### config.mk
export PLATFORM = sky130hd
export DESIGN_NAME = cks_sequencer
export DESIGN_NICKNAME = d
export VERILOG_FILES = /design/src/include/cks_pkg.sv /design/src/cks_sequencer.sv
export SDC_FILE = /design/constraint.sdc
export NUM_CORES = 1
export LEC_CHECK = 0
export BUFFER_PORTS_ARGS = -buffer_cell sky130_fd_sc_hd__buf_2
export CORE_AREA = 2 2 97 99
export CTS_CLUSTER_DIAMETER = 100
export DETAILED_ROUTE_END_ITERATION = 12
export DIE_AREA = 0 0 99 101
export GPL_ROUTABILITY_DRIVEN = 0
export PLACE_DENSITY_LB_ADDON = 0.1
export SYNTH_ARGS = -nofsm -noshare
export SYNTH_HDL_FRONTEND = slang
export SYNTH_SLANG_ARGS = --single-unit
### constraint.sdc
create_clock -name core_clk -period 2.4 [get_ports core_clk]
set_input_delay 0.36 -clock core_clk [delete_from_list [all_inputs] [get_ports core_clk]]
set_output_delay 0.36 -clock core_clk [all_outputs]
set_load 0.05 [all_outputs]
### src/include/cks_pkg.sv
package cks_pkg;
  // register byte offsets
  localparam logic [7:0] OSC_CTRL_OFS = 8'h00;
  localparam logic [7:0] T1_CTRL_OFS = 8'h04;
  localparam logic [7:0] STATUS_OFS = 8'h08;
  localparam logic [7:0] CONFIG_OFS = 8'h0C;
  // oscillator_control_reg field positions
  localparam int SCS_LSB = 0;
  localparam int FAST_OSC_STABLE_FLAG_BIT = 2;
  localparam int PRIMARY_TIMEOUT_FLAG_BIT = 3;
  localparam int INTERNAL_FREQ_SELECT_LSB = 4;
  // timer_one_control_reg field positions
  localparam int T1EN_BIT = 3;
  localparam int SECONDARY_RUNNING_FLAG_BIT = 6;
  // config field positions
  localparam int FOSC_LSB = 0;
  localparam int WAKE_BIT = 4;
  // reset values
  localparam logic [1:0] SCS_RESET = 2'h0;
  localparam logic [2:0] INTERNAL_FREQ_SELECT_RESET = 3'h0;
  localparam logic [2:0] FOSC_RESET = 3'h2;
  // source select codes
  localparam logic [1:0] SEL_PRIMARY = 2'h0;
  localparam logic [1:0] SEL_SECONDARY = 2'h1;
  localparam logic [1:0] SEL_INTERNAL = 2'h2;
  localparam logic [1:0] SEL_RESERVED = 2'h3;
  // primary oscillator kinds
  localparam logic [2:0] FOSC_LOW_POWER_CRYSTAL = 3'h0;
  localparam logic [2:0] FOSC_STANDARD_CRYSTAL = 3'h1;
  localparam logic [2:0] FOSC_HIGH_SPEED_CRYSTAL = 3'h2;
  localparam logic [2:0] FOSC_EXTERNAL_CLOCK = 3'h3;
  localparam logic [2:0] FOSC_RC_OSC = 3'h4;
  localparam logic [2:0] FOSC_INTERNAL = 3'h5;
  // timing
  localparam int CLK_HZ = 25_000_000;
  localparam int SETTLE_US = 4000;
  localparam int SETTLE_CYC = SETTLE_US * (CLK_HZ / 1_000_000);
  localparam int CPU_DLY_MAX_US = 10;
  localparam int CPU_DLY_CYC = CPU_DLY_MAX_US * (CLK_HZ / 1_000_000);
  localparam int OST_COUNT = 1024;
  localparam int Q1_EDGES = 8;
  // sequencer states, gray along the usual path
  typedef enum logic [2:0] {
    ST_RUN = 3'b000,
    ST_OST = 3'b001,
    ST_HOLD = 3'b011,
    ST_CPU = 3'b010
  } cks_state_t;
endpackage

### src/cks_sequencer.sv
`timescale 1ns/10ps
module cks_sequencer
(
  input wire logic core_clk,
  input wire logic sys_rst,
  input wire logic [31:0] haddr,
  input wire logic [1:0] htrans,
  input wire logic hwrite,
  input wire logic [2:0] hsize,
  input wire logic [31:0] hwdata,
  input wire logic hsel,
  input wire logic hready,
  output logic [31:0] hrdata,
  output logic hreadyout,
  output logic hresp,
  input wire logic primary_clk_pin,
  input wire logic internal_clk_pin,
  input wire logic secondary_clk_pin,
  input wire logic wake_event,
  output logic [1:0] active_source,
  output logic q1_hold,
  output logic primary_osc_on,
  output logic internal_osc_on,
  output logic secondary_osc_on
);
  typedef struct packed {
    logic [1:0] clock_source_select;
    logic [2:0] internal_freq_select;
    logic primary_timeout_flag;
    logic fast_osc_stable_flag;
    logic secondary_osc_enable;
    logic secondary_running_flag;
    logic [2:0] fosc;
    cks_pkg::cks_state_t state;
    logic [1:0] active;
    logic [1:0] target;
    logic [10:0] ost_cnt;
    logic [3:0] edge_cnt;
    logic [7:0] cpu_cnt;
    logic [16:0] settle_cnt;
    logic settling;
    logic sec_keep;
    logic [2:0] p_sync;
    logic [2:0] i_sync;
    logic [2:0] s_sync;
    logic wake_s1;
    logic wake_s2;
    logic ph_write;
    logic [7:0] ph_addr;
    logic [31:0] rdata;
    logic pri_on;
  } cks_regs_t;

  cks_regs_t r;
  cks_regs_t next_r;
  logic pri_fall;
  logic int_fall;
  logic sec_fall;
  logic tgt_fall;
  logic crystal;
  logic [1:0] req;
  logic [1:0] resolved;
  logic start;

  // falling edges seen after two-flop sync (third stage only for edge)
  assign pri_fall = r.p_sync[2] & ~r.p_sync[1];
  assign int_fall = r.i_sync[2] & ~r.i_sync[1];
  assign sec_fall = r.s_sync[2] & ~r.s_sync[1];
  assign crystal = (r.fosc == cks_pkg::FOSC_LOW_POWER_CRYSTAL) |
                   (r.fosc == cks_pkg::FOSC_STANDARD_CRYSTAL) |
                   (r.fosc == cks_pkg::FOSC_HIGH_SPEED_CRYSTAL);

  // edges of whichever source is being switched to
  always_comb
  begin
    unique case (r.target)
      cks_pkg::SEL_SECONDARY: tgt_fall = sec_fall;
      cks_pkg::SEL_INTERNAL: tgt_fall = int_fall;
      default: tgt_fall = pri_fall;
    endcase
  end

  // select resolution against secondary enable
  always_comb
  begin
    req = hwdata[cks_pkg::SCS_LSB +: 2];
    resolved = req;
    if (!r.secondary_osc_enable)
    begin
      // bit 0 cannot stick without the secondary enabled
      resolved = {req[1], 1'b0};
    end
    else if (req == cks_pkg::SEL_RESERVED)
    begin
      resolved = r.clock_source_select; // reserved code ignored
    end
  end

  always_comb
  begin
    next_r = r;
    start = 1'b0;
    next_r.p_sync = {r.p_sync[1:0], primary_clk_pin};
    next_r.i_sync = {r.i_sync[1:0], internal_clk_pin};
    next_r.s_sync = {r.s_sync[1:0], secondary_clk_pin};
    next_r.wake_s1 = wake_event;
    next_r.wake_s2 = r.wake_s1;
    // ahb-lite: zero wait states, read data prepared in address phase
    next_r.ph_write = 1'b0;
    if (hsel && hready && htrans[1])
    begin
      next_r.ph_write = hwrite;
      next_r.ph_addr = haddr[7:0];
      next_r.rdata = 32'h0;
      unique case (haddr[7:0])
        cks_pkg::OSC_CTRL_OFS:
        begin
          next_r.rdata[cks_pkg::SCS_LSB +: 2] = r.clock_source_select;
          next_r.rdata[cks_pkg::FAST_OSC_STABLE_FLAG_BIT] = r.fast_osc_stable_flag;
          next_r.rdata[cks_pkg::PRIMARY_TIMEOUT_FLAG_BIT] = r.primary_timeout_flag;
          next_r.rdata[cks_pkg::INTERNAL_FREQ_SELECT_LSB +: 3] = r.internal_freq_select;
        end
        cks_pkg::T1_CTRL_OFS:
        begin
          next_r.rdata[cks_pkg::T1EN_BIT] = r.secondary_osc_enable;
          next_r.rdata[cks_pkg::SECONDARY_RUNNING_FLAG_BIT] = r.secondary_running_flag;
        end
        cks_pkg::STATUS_OFS:
          next_r.rdata[2:0] = {r.state};
        cks_pkg::CONFIG_OFS:
          next_r.rdata[cks_pkg::FOSC_LSB +: 3] = r.fosc;
        default: next_r.rdata = 32'h0;
      endcase
    end
    // register writes land in the data phase
    if (r.ph_write)
    begin
      unique case (r.ph_addr)
        cks_pkg::OSC_CTRL_OFS:
        begin
          next_r.internal_freq_select = hwdata[cks_pkg::INTERNAL_FREQ_SELECT_LSB +: 3];
          next_r.clock_source_select = resolved;
        end
        cks_pkg::T1_CTRL_OFS:
        begin
          next_r.secondary_osc_enable = hwdata[cks_pkg::T1EN_BIT];
          if (!hwdata[cks_pkg::T1EN_BIT] &&
              r.clock_source_select[0])
          begin
            next_r.clock_source_select[0] = 1'b0;
            next_r.sec_keep = 1'b1;
          end
        end
        cks_pkg::CONFIG_OFS:
          next_r.fosc = hwdata[cks_pkg::FOSC_LSB +: 3];
        default: next_r.fosc = r.fosc;
      endcase
    end
    // 4 ms settling of the fast internal source
    if (r.settling)
    begin
      if (r.settle_cnt == 17'(cks_pkg::SETTLE_CYC - 1))
      begin
        next_r.settling = 1'b0;
        next_r.fast_osc_stable_flag = 1'b1;
      end
      else
        next_r.settle_cnt = r.settle_cnt + 17'h1;
    end
    // sequencer
    unique case (r.state)
      cks_pkg::ST_RUN:
      begin
        if (r.wake_s2 && r.active != cks_pkg::SEL_PRIMARY)
        begin
          next_r.cpu_cnt = 8'h0;
          next_r.target = r.active;
          next_r.state = cks_pkg::ST_CPU;
        end
        else if (r.clock_source_select != r.active)
        begin
          start = 1'b1;
          next_r.target = r.clock_source_select;
          next_r.ost_cnt = 11'h0;
          next_r.edge_cnt = 4'h0;
          if (r.clock_source_select == cks_pkg::SEL_PRIMARY)
          begin
            next_r.pri_on = 1'b1;
            // crystals need a start-up count, others go to hold
            next_r.state = crystal ? cks_pkg::ST_OST
                                   : cks_pkg::ST_HOLD;
          end
          else if (r.clock_source_select == cks_pkg::SEL_INTERNAL &&
                   r.active == cks_pkg::SEL_PRIMARY &&
                   r.fosc == cks_pkg::FOSC_INTERNAL)
          begin
            // already on internal source: relabel only
            start = 1'b0;
            next_r.active = cks_pkg::SEL_INTERNAL;
          end
          else
          begin
            next_r.primary_timeout_flag = 1'b0;
            next_r.pri_on = 1'b0;
            next_r.state = cks_pkg::ST_HOLD;
            if (r.clock_source_select == cks_pkg::SEL_INTERNAL &&
                r.internal_freq_select != 3'h0)
            begin
              next_r.fast_osc_stable_flag = 1'b0;
              next_r.settling = 1'b1;
              next_r.settle_cnt = 17'h0;
            end
          end
        end
      end
      cks_pkg::ST_OST:
      begin
        // old source keeps clocking the core here
        if (pri_fall)
        begin
          if (r.ost_cnt == 11'(cks_pkg::OST_COUNT - 1))
            next_r.state = cks_pkg::ST_HOLD;
          else
            next_r.ost_cnt = r.ost_cnt + 11'h1;
        end
      end
      cks_pkg::ST_HOLD:
      begin
        if (tgt_fall)
        begin
          if (r.edge_cnt == 4'(cks_pkg::Q1_EDGES - 1))
          begin
            next_r.active = r.target;
            next_r.sec_keep = 1'b0;
            next_r.secondary_running_flag =
              (r.target == cks_pkg::SEL_SECONDARY);
            if (r.target == cks_pkg::SEL_PRIMARY)
              next_r.primary_timeout_flag = 1'b1;
            next_r.cpu_cnt = 8'h0;
            next_r.state = (r.active == cks_pkg::SEL_SECONDARY &&
                            r.target == cks_pkg::SEL_PRIMARY &&
                            !crystal) ? cks_pkg::ST_CPU
                                      : cks_pkg::ST_RUN;
          end
          else
            next_r.edge_cnt = r.edge_cnt + 4'h1;
        end
      end
      cks_pkg::ST_CPU:
      begin
        // core stays parked in Q1 for the longest start-up time
        // eight bits: the 250-cycle delay would wrap a narrower count
        if (r.cpu_cnt == 8'(cks_pkg::CPU_DLY_CYC - 1))
          next_r.state = cks_pkg::ST_RUN;
        else
          next_r.cpu_cnt = r.cpu_cnt + 8'h1;
      end
      default: next_r.state = cks_pkg::ST_RUN;
    endcase
    if (start)
      next_r.edge_cnt = 4'h0;
  end

  // single register bank, synchronous reset
  always_ff @(posedge core_clk)
  begin
    if (sys_rst)
    begin
      r <= '0;
      r.clock_source_select <= cks_pkg::SCS_RESET;
      r.internal_freq_select <= cks_pkg::INTERNAL_FREQ_SELECT_RESET;
      r.fosc <= cks_pkg::FOSC_RESET;
      r.active <= cks_pkg::SEL_PRIMARY;
      r.target <= cks_pkg::SEL_PRIMARY;
      r.state <= cks_pkg::ST_RUN;
      r.primary_timeout_flag <= 1'b1;
      r.pri_on <= 1'b1;
    end
    else
      r <= next_r;
  end

  // outputs are all decoded from state flops or tied off
  assign hrdata = r.rdata;
  assign hreadyout = 1'b1;
  assign hresp = 1'b0;
  assign active_source = r.active;
  assign q1_hold = (r.state == cks_pkg::ST_HOLD) |
                   (r.state == cks_pkg::ST_CPU);
  assign primary_osc_on = r.pri_on;
  assign internal_osc_on = r.active == cks_pkg::SEL_INTERNAL |
                           r.target == cks_pkg::SEL_INTERNAL;
  assign secondary_osc_on = r.secondary_osc_enable | r.sec_keep;
endmodule

==> results of run 1 <==
[cell usage after synthesis, types with 5 or more instances]
| library cell | instances |
|---|---|
| a211oi_1 | 7 |
| a21oi_1 | 33 |
| a22oi_1 | 6 |
| buf_4 | 36 |
| clkbuf_1 | 22 |
| dfxtp_1 | 88 |
| ha_1 | 8 |
| inv_1 | 12 |
| mux2i_1 | 9 |
| nand2_1 | 43 |
| nand2b_1 | 6 |
| nand3_1 | 23 |
| nand4_1 | 11 |
| nor2_1 | 52 |
| nor2b_1 | 13 |
| nor3_1 | 16 |
| nor4_1 | 8 |
| o21ai_0 | 14 |
| o21ba_2 | 5 |
| or3_1 | 9 |
| xnor2_1 | 6 |
| xor2_1 | 14 |
[sequential cells by signal, indices dropped and copies added, names as in the netlist]
register / flops
hrdata: 7
next_r: 7
r: 71
primary_osc_on: 1
active_source: 2
[through the flow]
stage,std cells,util [%],hold WS [ps]
global placement,652,51.2,425
finish,668,54.0,210
global route,668,54.0,213
floorplan,545,-,414
CTS,668,53.9,199
detailed placement,652,51.2,429
[per-layer routing]
metal / routed length (um) / part of all wire (%)
met1: 4170 / 47
met2: 4160 / 47
met3: 441 / 5.0
met4: 135 / 1.5
met5: 0 / 0
[worst reg2reg max path: stages, from the launching register on]
cell	delay (ps)
dfxtp_1	340
inv_1	60
ha_1	320
or3b_2	470
a31oi_1	230
o2bb2ai_2	180
or4_1	430
a21oi_1	160
[final cells by class]
| cell class | count | area share [%] |
|---|---|---|
| Timing Repair Buffer | 59 | 7.23 |
| Tap cell | 111 | 2.87 |
| Clock inverter | 7 | 2.48 |
| Inverter | 12 | 0.930 |
| Multi-Input combinational cell | 382 | 47.6 |
| Sequential cell | 88 | 36.4 |
| Clock buffer | 9 | 2.56 |
[path summary, 6_finish.rpt]
path	endpoint	depth (start not counted)
setup / recovery	r[79]	7
hold / removal	next_r[48]	2
setup reg to reg	r[79]	7
hold reg to reg	r[42]	1
[cell usage in the layout (no fill, tap or decap), types with 4 or more instances in the layout]
master | Yosys | routed
a211oi_1 | 7 | 7
a21oi_1 | 33 | 33
a22oi_1 | 6 | 6
a31o_2 | 4 | 4
a31oi_1 | 4 | 4
and3_1 | 4 | 4
buf_2 | 3 | 37
buf_4 | 36 | 22
clkbuf_8 | 0 | 9
conb_1 | 2 | 27
dfxtp_1 | 88 | 88
ha_1 | 8 | 8
inv_1 | 12 | 12
mux2i_1 | 9 | 9
nand2_1 | 43 | 43
nand2b_1 | 6 | 6
nand3_1 | 23 | 23
nand4_1 | 11 | 11
nor2_1 | 52 | 52
nor2b_1 | 13 | 13
nor3_1 | 16 | 16
nor4_1 | 8 | 8
o21ai_0 | 14 | 14
o21ba_2 | 5 | 5
o31ai_1 | 4 | 4
or2_2 | 4 | 4
or3_1 | 9 | 9
or4_1 | 4 | 4
xnor2_1 | 6 | 6
xor2_1 | 14 | 14
[power breakdown]
part	internal (mW)	switching [mW]
clock network	0.693	0.539
logic	0.270	0.497
registers	1.52	0.0448
total	2.48	1.08
[cell families (layout without fill, tap and decap cells)]
| group | Yosys count | in the layout | synth area share, % |
|---|---|---|---|
| compound gates | 99 | 99 | 15.3 |
| xor+xnor | 20 | 20 | 3.99 |
| fa+ha+maj | 8 | 8 | 2.28 |
| buf+inv | 75 | 87 | 9.74 |
| flops | 88 | 88 | 40.1 |
| mux | 11 | 11 | 2.56 |
| other cells | 2 | 27 | 0.171 |
| simple gates | 217 | 217 | 25.8 |
==> metrics.md, run 1 <==
| Metric | Value |
|---|---|
| Setup CP Type | reg2reg |
| Max stage delay cell, worst path | or3b_2 |
| Rows | 35 |
| GR peak layer | met2 |
| Syn Inst Count | 520 |
| Port bufs | 37 |
| Mean number of vias per cell | 5.41 |
| DP HPWL | 6420 um |
| Vias in the first global route | 3344 |
| Mapped cell area | 0.00439 sq mm |
| Ports | 118 |
| Outcome | complete, no violations |
| Number of clock sinks | 88 |
| Yosys warns | 0 |
| CTS-repair resized insts | 0 |
| Crit end category | flip-flop |
| DRC viols | 0 |
| Sequential fraction of the synthesis area | 40.1% |
| Reg2reg start | r[95] |
| Netlist cell types | 61 |
| First-pass GRT wire length | 15300 um |
| Grt met3 use | 3.61% |
| Final worst-path cycle share | 93.5% |
| Number of synthesized register bits | between 80 and 90 |
| Total power | 3.56 mW |
| Ranking of synthesized cells by area | dfxtp_1, buf_4, nor2_1 |
| R2R Setup Slk | 160 ps |
| Final hold violation count | 0 |
| Initial core utilization | 48.9% |
| Grt ovf | 0 |
| Min-delay src | internal_clk_pin |
| N_diodes | 0 |
| DRT Wirelength | 8900 um |
| Clk root buf | clkbuf_8 |
| # fillers | 871 |
| Critical path data required time | 2690 ps |
| CTS Hold Bufs | 0 |
| Setup TNS | 0 ps |
| CTS H-Tree Depth | 3 |
| Worst slew pin tran | 610 ps |
| DR pass1 iterations | 4 |
| Layout cells sized above 1 | 17.2% |
| Met2 Use GR | 30.4% |
| Worst rel slew slack | 58.8% |
| Post-Syn Area per Cell | 8.45 sq um |
| Met1 Track Usage GR | 24.3% |
| Cell taking the most area after synthesis | dfxtp_1 |
| DRT iter0 DRCs | 131 |
| Area added between synthesis and finish | 10.3% |
| Initial antenna violation count | 0 |
| CP cell instances | inv_1 > ha_1 > or3b_2 > a31oi_1 > o2bb2ai_2 > or4_1 > a21oi_1 |
| # Max-Cap Violations | 0 |
| F_max | 446 MHz |
| Crit-path max FO | 12 |
| Wirelength per Cell | about 13 um |
| Register area | 0.00176 sq mm |
| Post-synth EDFFs | 0 |
| Die height | 101 um |
| Clock Skews | 11.4 ps |
| Number of buffers created by CTS | 9 |
| Startpoint types | flip-flop |
| Maximum buffer depth of the clock tree | 2 |
| Routed Antenna Nets | 0 |
| Top_reg_cell synth | dfxtp_1 |
| Tightest Hold Check Type | in2reg |
| Placed Area | about 0.0046 sq mm |
| Clk_lat worst skew | around 360 ps |
| Pleak | approximately 1.8 nW |
| Pins Over Slew Limit | 0 |
| Area occupied by multi-input gates | approximately 0.0023 sq mm |
| PD cells | 736 mW/mm^2 |
| Arrival @ worst endpoint | 2540 ps |
| Number of buffers and inverters on the critical path | 1 |
| Final Cell Area | 0.00484 sq mm |
| Largest net degree at the start of global routing | 38 |
| CTS tree | built |
| Layout Nets | ~640 |
| Die width | slightly below 100 um |
| Worst-path clk slew | ~90 ps |
| CP startpoint | r[95] |
| Cell family with most CP delay | simple AND/OR/NAND/NOR gates |
| Minimum clock period | approximately 2200 ps |
| Synth top area share | 40.1% |
| Worst vdd ir | 0.348 mV |
| CP max stage delay | 470 ps |
| Place WS | 85.2 ps |
| Core ar. | ~0.0090 sq mm |
| Global Route Usage Sum | 18.5% |
| Ys async rst share | 0% |
| Final setup viols | 0 |
| Die area | 0.0100 sq mm |
| Routed via count | 3613 |
| Worst setup margin | 157 ps |
| Number of setup buffers added after CTS | 0 |
| RSZ-0062 raised after global routing | no |
(Power assumes the default switching activity.)
==> run 2: changes to the inputs <==
- ABC_AREA: default -> 1
- CORE_AREA: 2 2 97 99 -> 2 2 105 107
- CTS_BUF_LIST: default -> sky130_fd_sc_hd__clkbuf_16
- DIE_AREA: 0 0 99 101 -> 0 0 107 109
==> run 2 against run 1 <==
  * Die area is 17% higher
  * Power is 3.9% higher
  * Sequential power hardly changed
  * Sequential cell count stayed put
  * Register-to-register slack better by 350 ps
  * Worst setup slack better by 350 ps
  * Highest routed layer unchanged
==> metrics.md, run 2 <==
| Metric | Value |
|---|---|
| Outcome | complete, no violations |
| Ports | 118 (unchanged) |
| Pins Over Slew Limit | 0 (unchanged) |
| Core ar. | 0.0106 sq mm (+18%) |
| Vias in the first global route | 3818 (+14%) |
| Setup TNS | 0 ps (unchanged) |
| Setup CP Type | reg2reg |
| DRT Wirelength | 10500 um (+18%) |
| Die width | 107 um (+8.1%) |
| Area added between synthesis and finish | 9.56% |
| Number of clock sinks | 88 (unchanged) |
| Most common cell in the netlist | nand2_1 |
| Total power | 3.70 mW (+3.9%) |
| Final hold violation count | 0 (unchanged) |
| Mean number of vias per cell | 4.95 (-8.6%) |
| Worst rel slew slack | 66.0% (+7.2 points) |
| Ys async rst share | 0% (unchanged) |
| Most frequent cells in the layout | nand2_1, nor2_1, dfxtp_1 |
| Minimum clock period | 1890 ps (-353 ps) |
| Startpoint types | flip-flop |
| CTS-repair resized insts | 0 (unchanged) |
| # Max-Cap Violations | 0 (unchanged) |
| Place WS | 529 ps (+444 ps) |
| Ranking of synthesized cells by area | dfxtp_1, nand2_1, nor2_1 |
| Wirelength per Cell | 11.6 um (-13%) |
| Critical path data required time | 2660 ps (-30 ps) |
| Cell taking the most area after synthesis | dfxtp_1 |
| Yosys warns | 0 (unchanged) |
| Layout cells sized above 1 | 11.2% (-6.1 points) |
| Crit end category | flip-flop |
| Initial core utilization | 45.4% (-3.5 points) |
| Tightest Hold Check Type | in2reg |
| RSZ-0062 raised after global routing | no |
| Biggest register | r |
| DP HPWL | 7700 um (+20%) |
| Number of buffers and inverters on the critical path | 2 (+1) |
| Netlist cell types | 30 (-51%) |
| Routed Antenna Nets | 0 (unchanged) |
| Worst slew pin tran | 505 ps (-105 ps) |
| Final worst-path cycle share | 78.8% (-15 points) |
| Post-Syn Area per Cell | 6.60 sq um (-22%) |
| Clock Skews | 6.53 ps (-4.89 ps) |
| Commonest non-fill, non-tap cell in the layout | nand2_1 |
| Pleak | 2.22 nW (+23%) |
| Mapped cell area | 0.00482 sq mm (+9.7%) |
| Syn Inst Count | 730 (+40%) |
| F_max | 529 MHz (+19%) |
| Routed via count | 4461 (+23%) |
| Worst-path clk slew | 60 ps (-30 ps) |
| CTS tree | built |
| Max stage delay cell, worst path | dfxtp_1 |
| Sequential fraction of the synthesis area | 36.6% (-3.5 points) |
| First-pass GRT wire length | 17700 um (+16%) |
| Global Route Usage Sum | 18.7% (+0.18 points) |
| DRC viols | 0 (unchanged) |
| Number of buffers created by CTS | 9 (unchanged) |
| Post-synth EDFFs | 0 (unchanged) |
| CP max stage delay | 630 ps (+160 ps) |
| DRT iter0 DRCs | 199 (+52%) |
| CTS Hold Bufs | 0 (unchanged) |
| Clk root buf | clkbuf_16 |
| Number of synthesized register bits | 88 (unchanged) |
| Largest register FFs | 71 (unchanged) |
| Rows | 38 (+8.6%) |
| Largest net degree at the start of global routing | 34 (-11%) |
| CP dominant cell by count | nand2_1 |
| Arrival @ worst endpoint | 2150 ps (-390 ps) |
| Maximum buffer depth of the clock tree | 2 (unchanged) |
| Final setup viols | 0 (unchanged) |
| Number of setup buffers added after CTS | 0 (unchanged) |
| CTS H-Tree Depth | 3 (unchanged) |
| Die area | 0.0117 sq mm (+17%) |
| Worst hold margin | 226 ps (+16.3 ps) |
| Initial antenna violation count | 0 (unchanged) |
| Top_reg_cell synth | dfxtp_1 |
| Crit-path max FO | 10 (-2) |
| Post-synth top cells | nand2_1, nor2_1, dfxtp_1, inv_1 |
| Worst setup margin | 510 ps (+353 ps) |
| Port bufs | 37 (unchanged) |
| Layout Nets | 844 (+32%) |
| PD cells | 701 mW/mm^2 (-4.7%) |
| N_diodes | 0 (unchanged) |
| DR pass1 iterations | 5 (+1) |
| CP cell instances | nand2_2 > inv_2 > nand3_1 > nand2_1 > inv_2 > nand2_1 > nand2_1 > a21oi_1 |
| Core occupancy in the finished layout | 49.8% (-4.2 points) |
| Synth top area share | 36.6% (-3.5 points) |
| Die height | 109 um (+7.9%) |
| Grt ovf | 0 (unchanged) |
| Cell family with most CP delay | simple AND/OR/NAND/NOR gates |
| Worst vdd ir | 0.380 mV (+9.2%) |
| Clk_lat worst skew | 330 ps (-30 ps) |
==> run 2: changes by cell type in the layout (fill, tap and decap cells not counted), moves of 18 or more <==
cell	delta
inv_1	+73
buf_4	-18
nor2_1	+39
nand3_1	+36
nand2_1	+129
a21oi_1	+26
==> run 2: metal layers <==
metal  share of wire [%]  vias up  track usage (%)
li1                    -     2332                -
met1                  48     2020             25.6
met2                  46       99             30.3
met3                 4.2       10             3.29
met4                 1.4        0             5.84
met5                   0        -                0
==> run 2: tightest hold or removal path, cell delays in order <==
cell and delay, ps:
buf_2 70, inv_1 30, nor2_1 60
==> run 2: logic make-up after synthesis <==
family / share of synthesized area [%]
and+or+nand+nor: 33.2
adders and majority gates: 2.08
AOI/OAI and AO/OA: 11.6
xor gates and xnor gates: 2.00
DFF: 36.6
other: 0.156
buffers and inverters: 14.4
==> run 2: power by group <==
group          leakage [nW]  total [mW]  switching (mW)  internal [mW]
clock network         0.153        1.48           0.572          0.904
logic                  1.35       0.669           0.510          0.159
registers             0.713        1.56          0.0503           1.51
total                  2.22        3.70            1.13           2.57
==> run 2: final timing paths <==
kind | start | end | slack (ps) | depth (start not counted)
setup / recovery | r[100] | r[83] | 510 | 8
hold / removal | internal_clk_pin | next_r[48] | 230 | 3
setup reg to reg | r[100] | r[83] | 510 | 8
hold reg to reg | next_r[51] | next_r[52] | 400 | 2
==> run 2: cell type report <==
cell class | count | area (sq um)
Fill cell | 1097 | 5320
Multi-Input combinational cell | 522 | 2460
Clock inverter | 6 | 85.1
Timing Repair Buffer | 41 | 215
Clock buffer | 9 | 225
Tap cell | 140 | 175
Sequential cell | 88 | 1760
Inverter | 96 | 360
==> run 2: per-stage QoR <==
stage / std cells / cell area, sq um
final: 902 / 5280
after global routing: 902 / 5280
after CTS: 902 / 5280
after detailed placement: 887 / 4970
after global placement: 887 / 4970
after floorplan: 755 / 4910
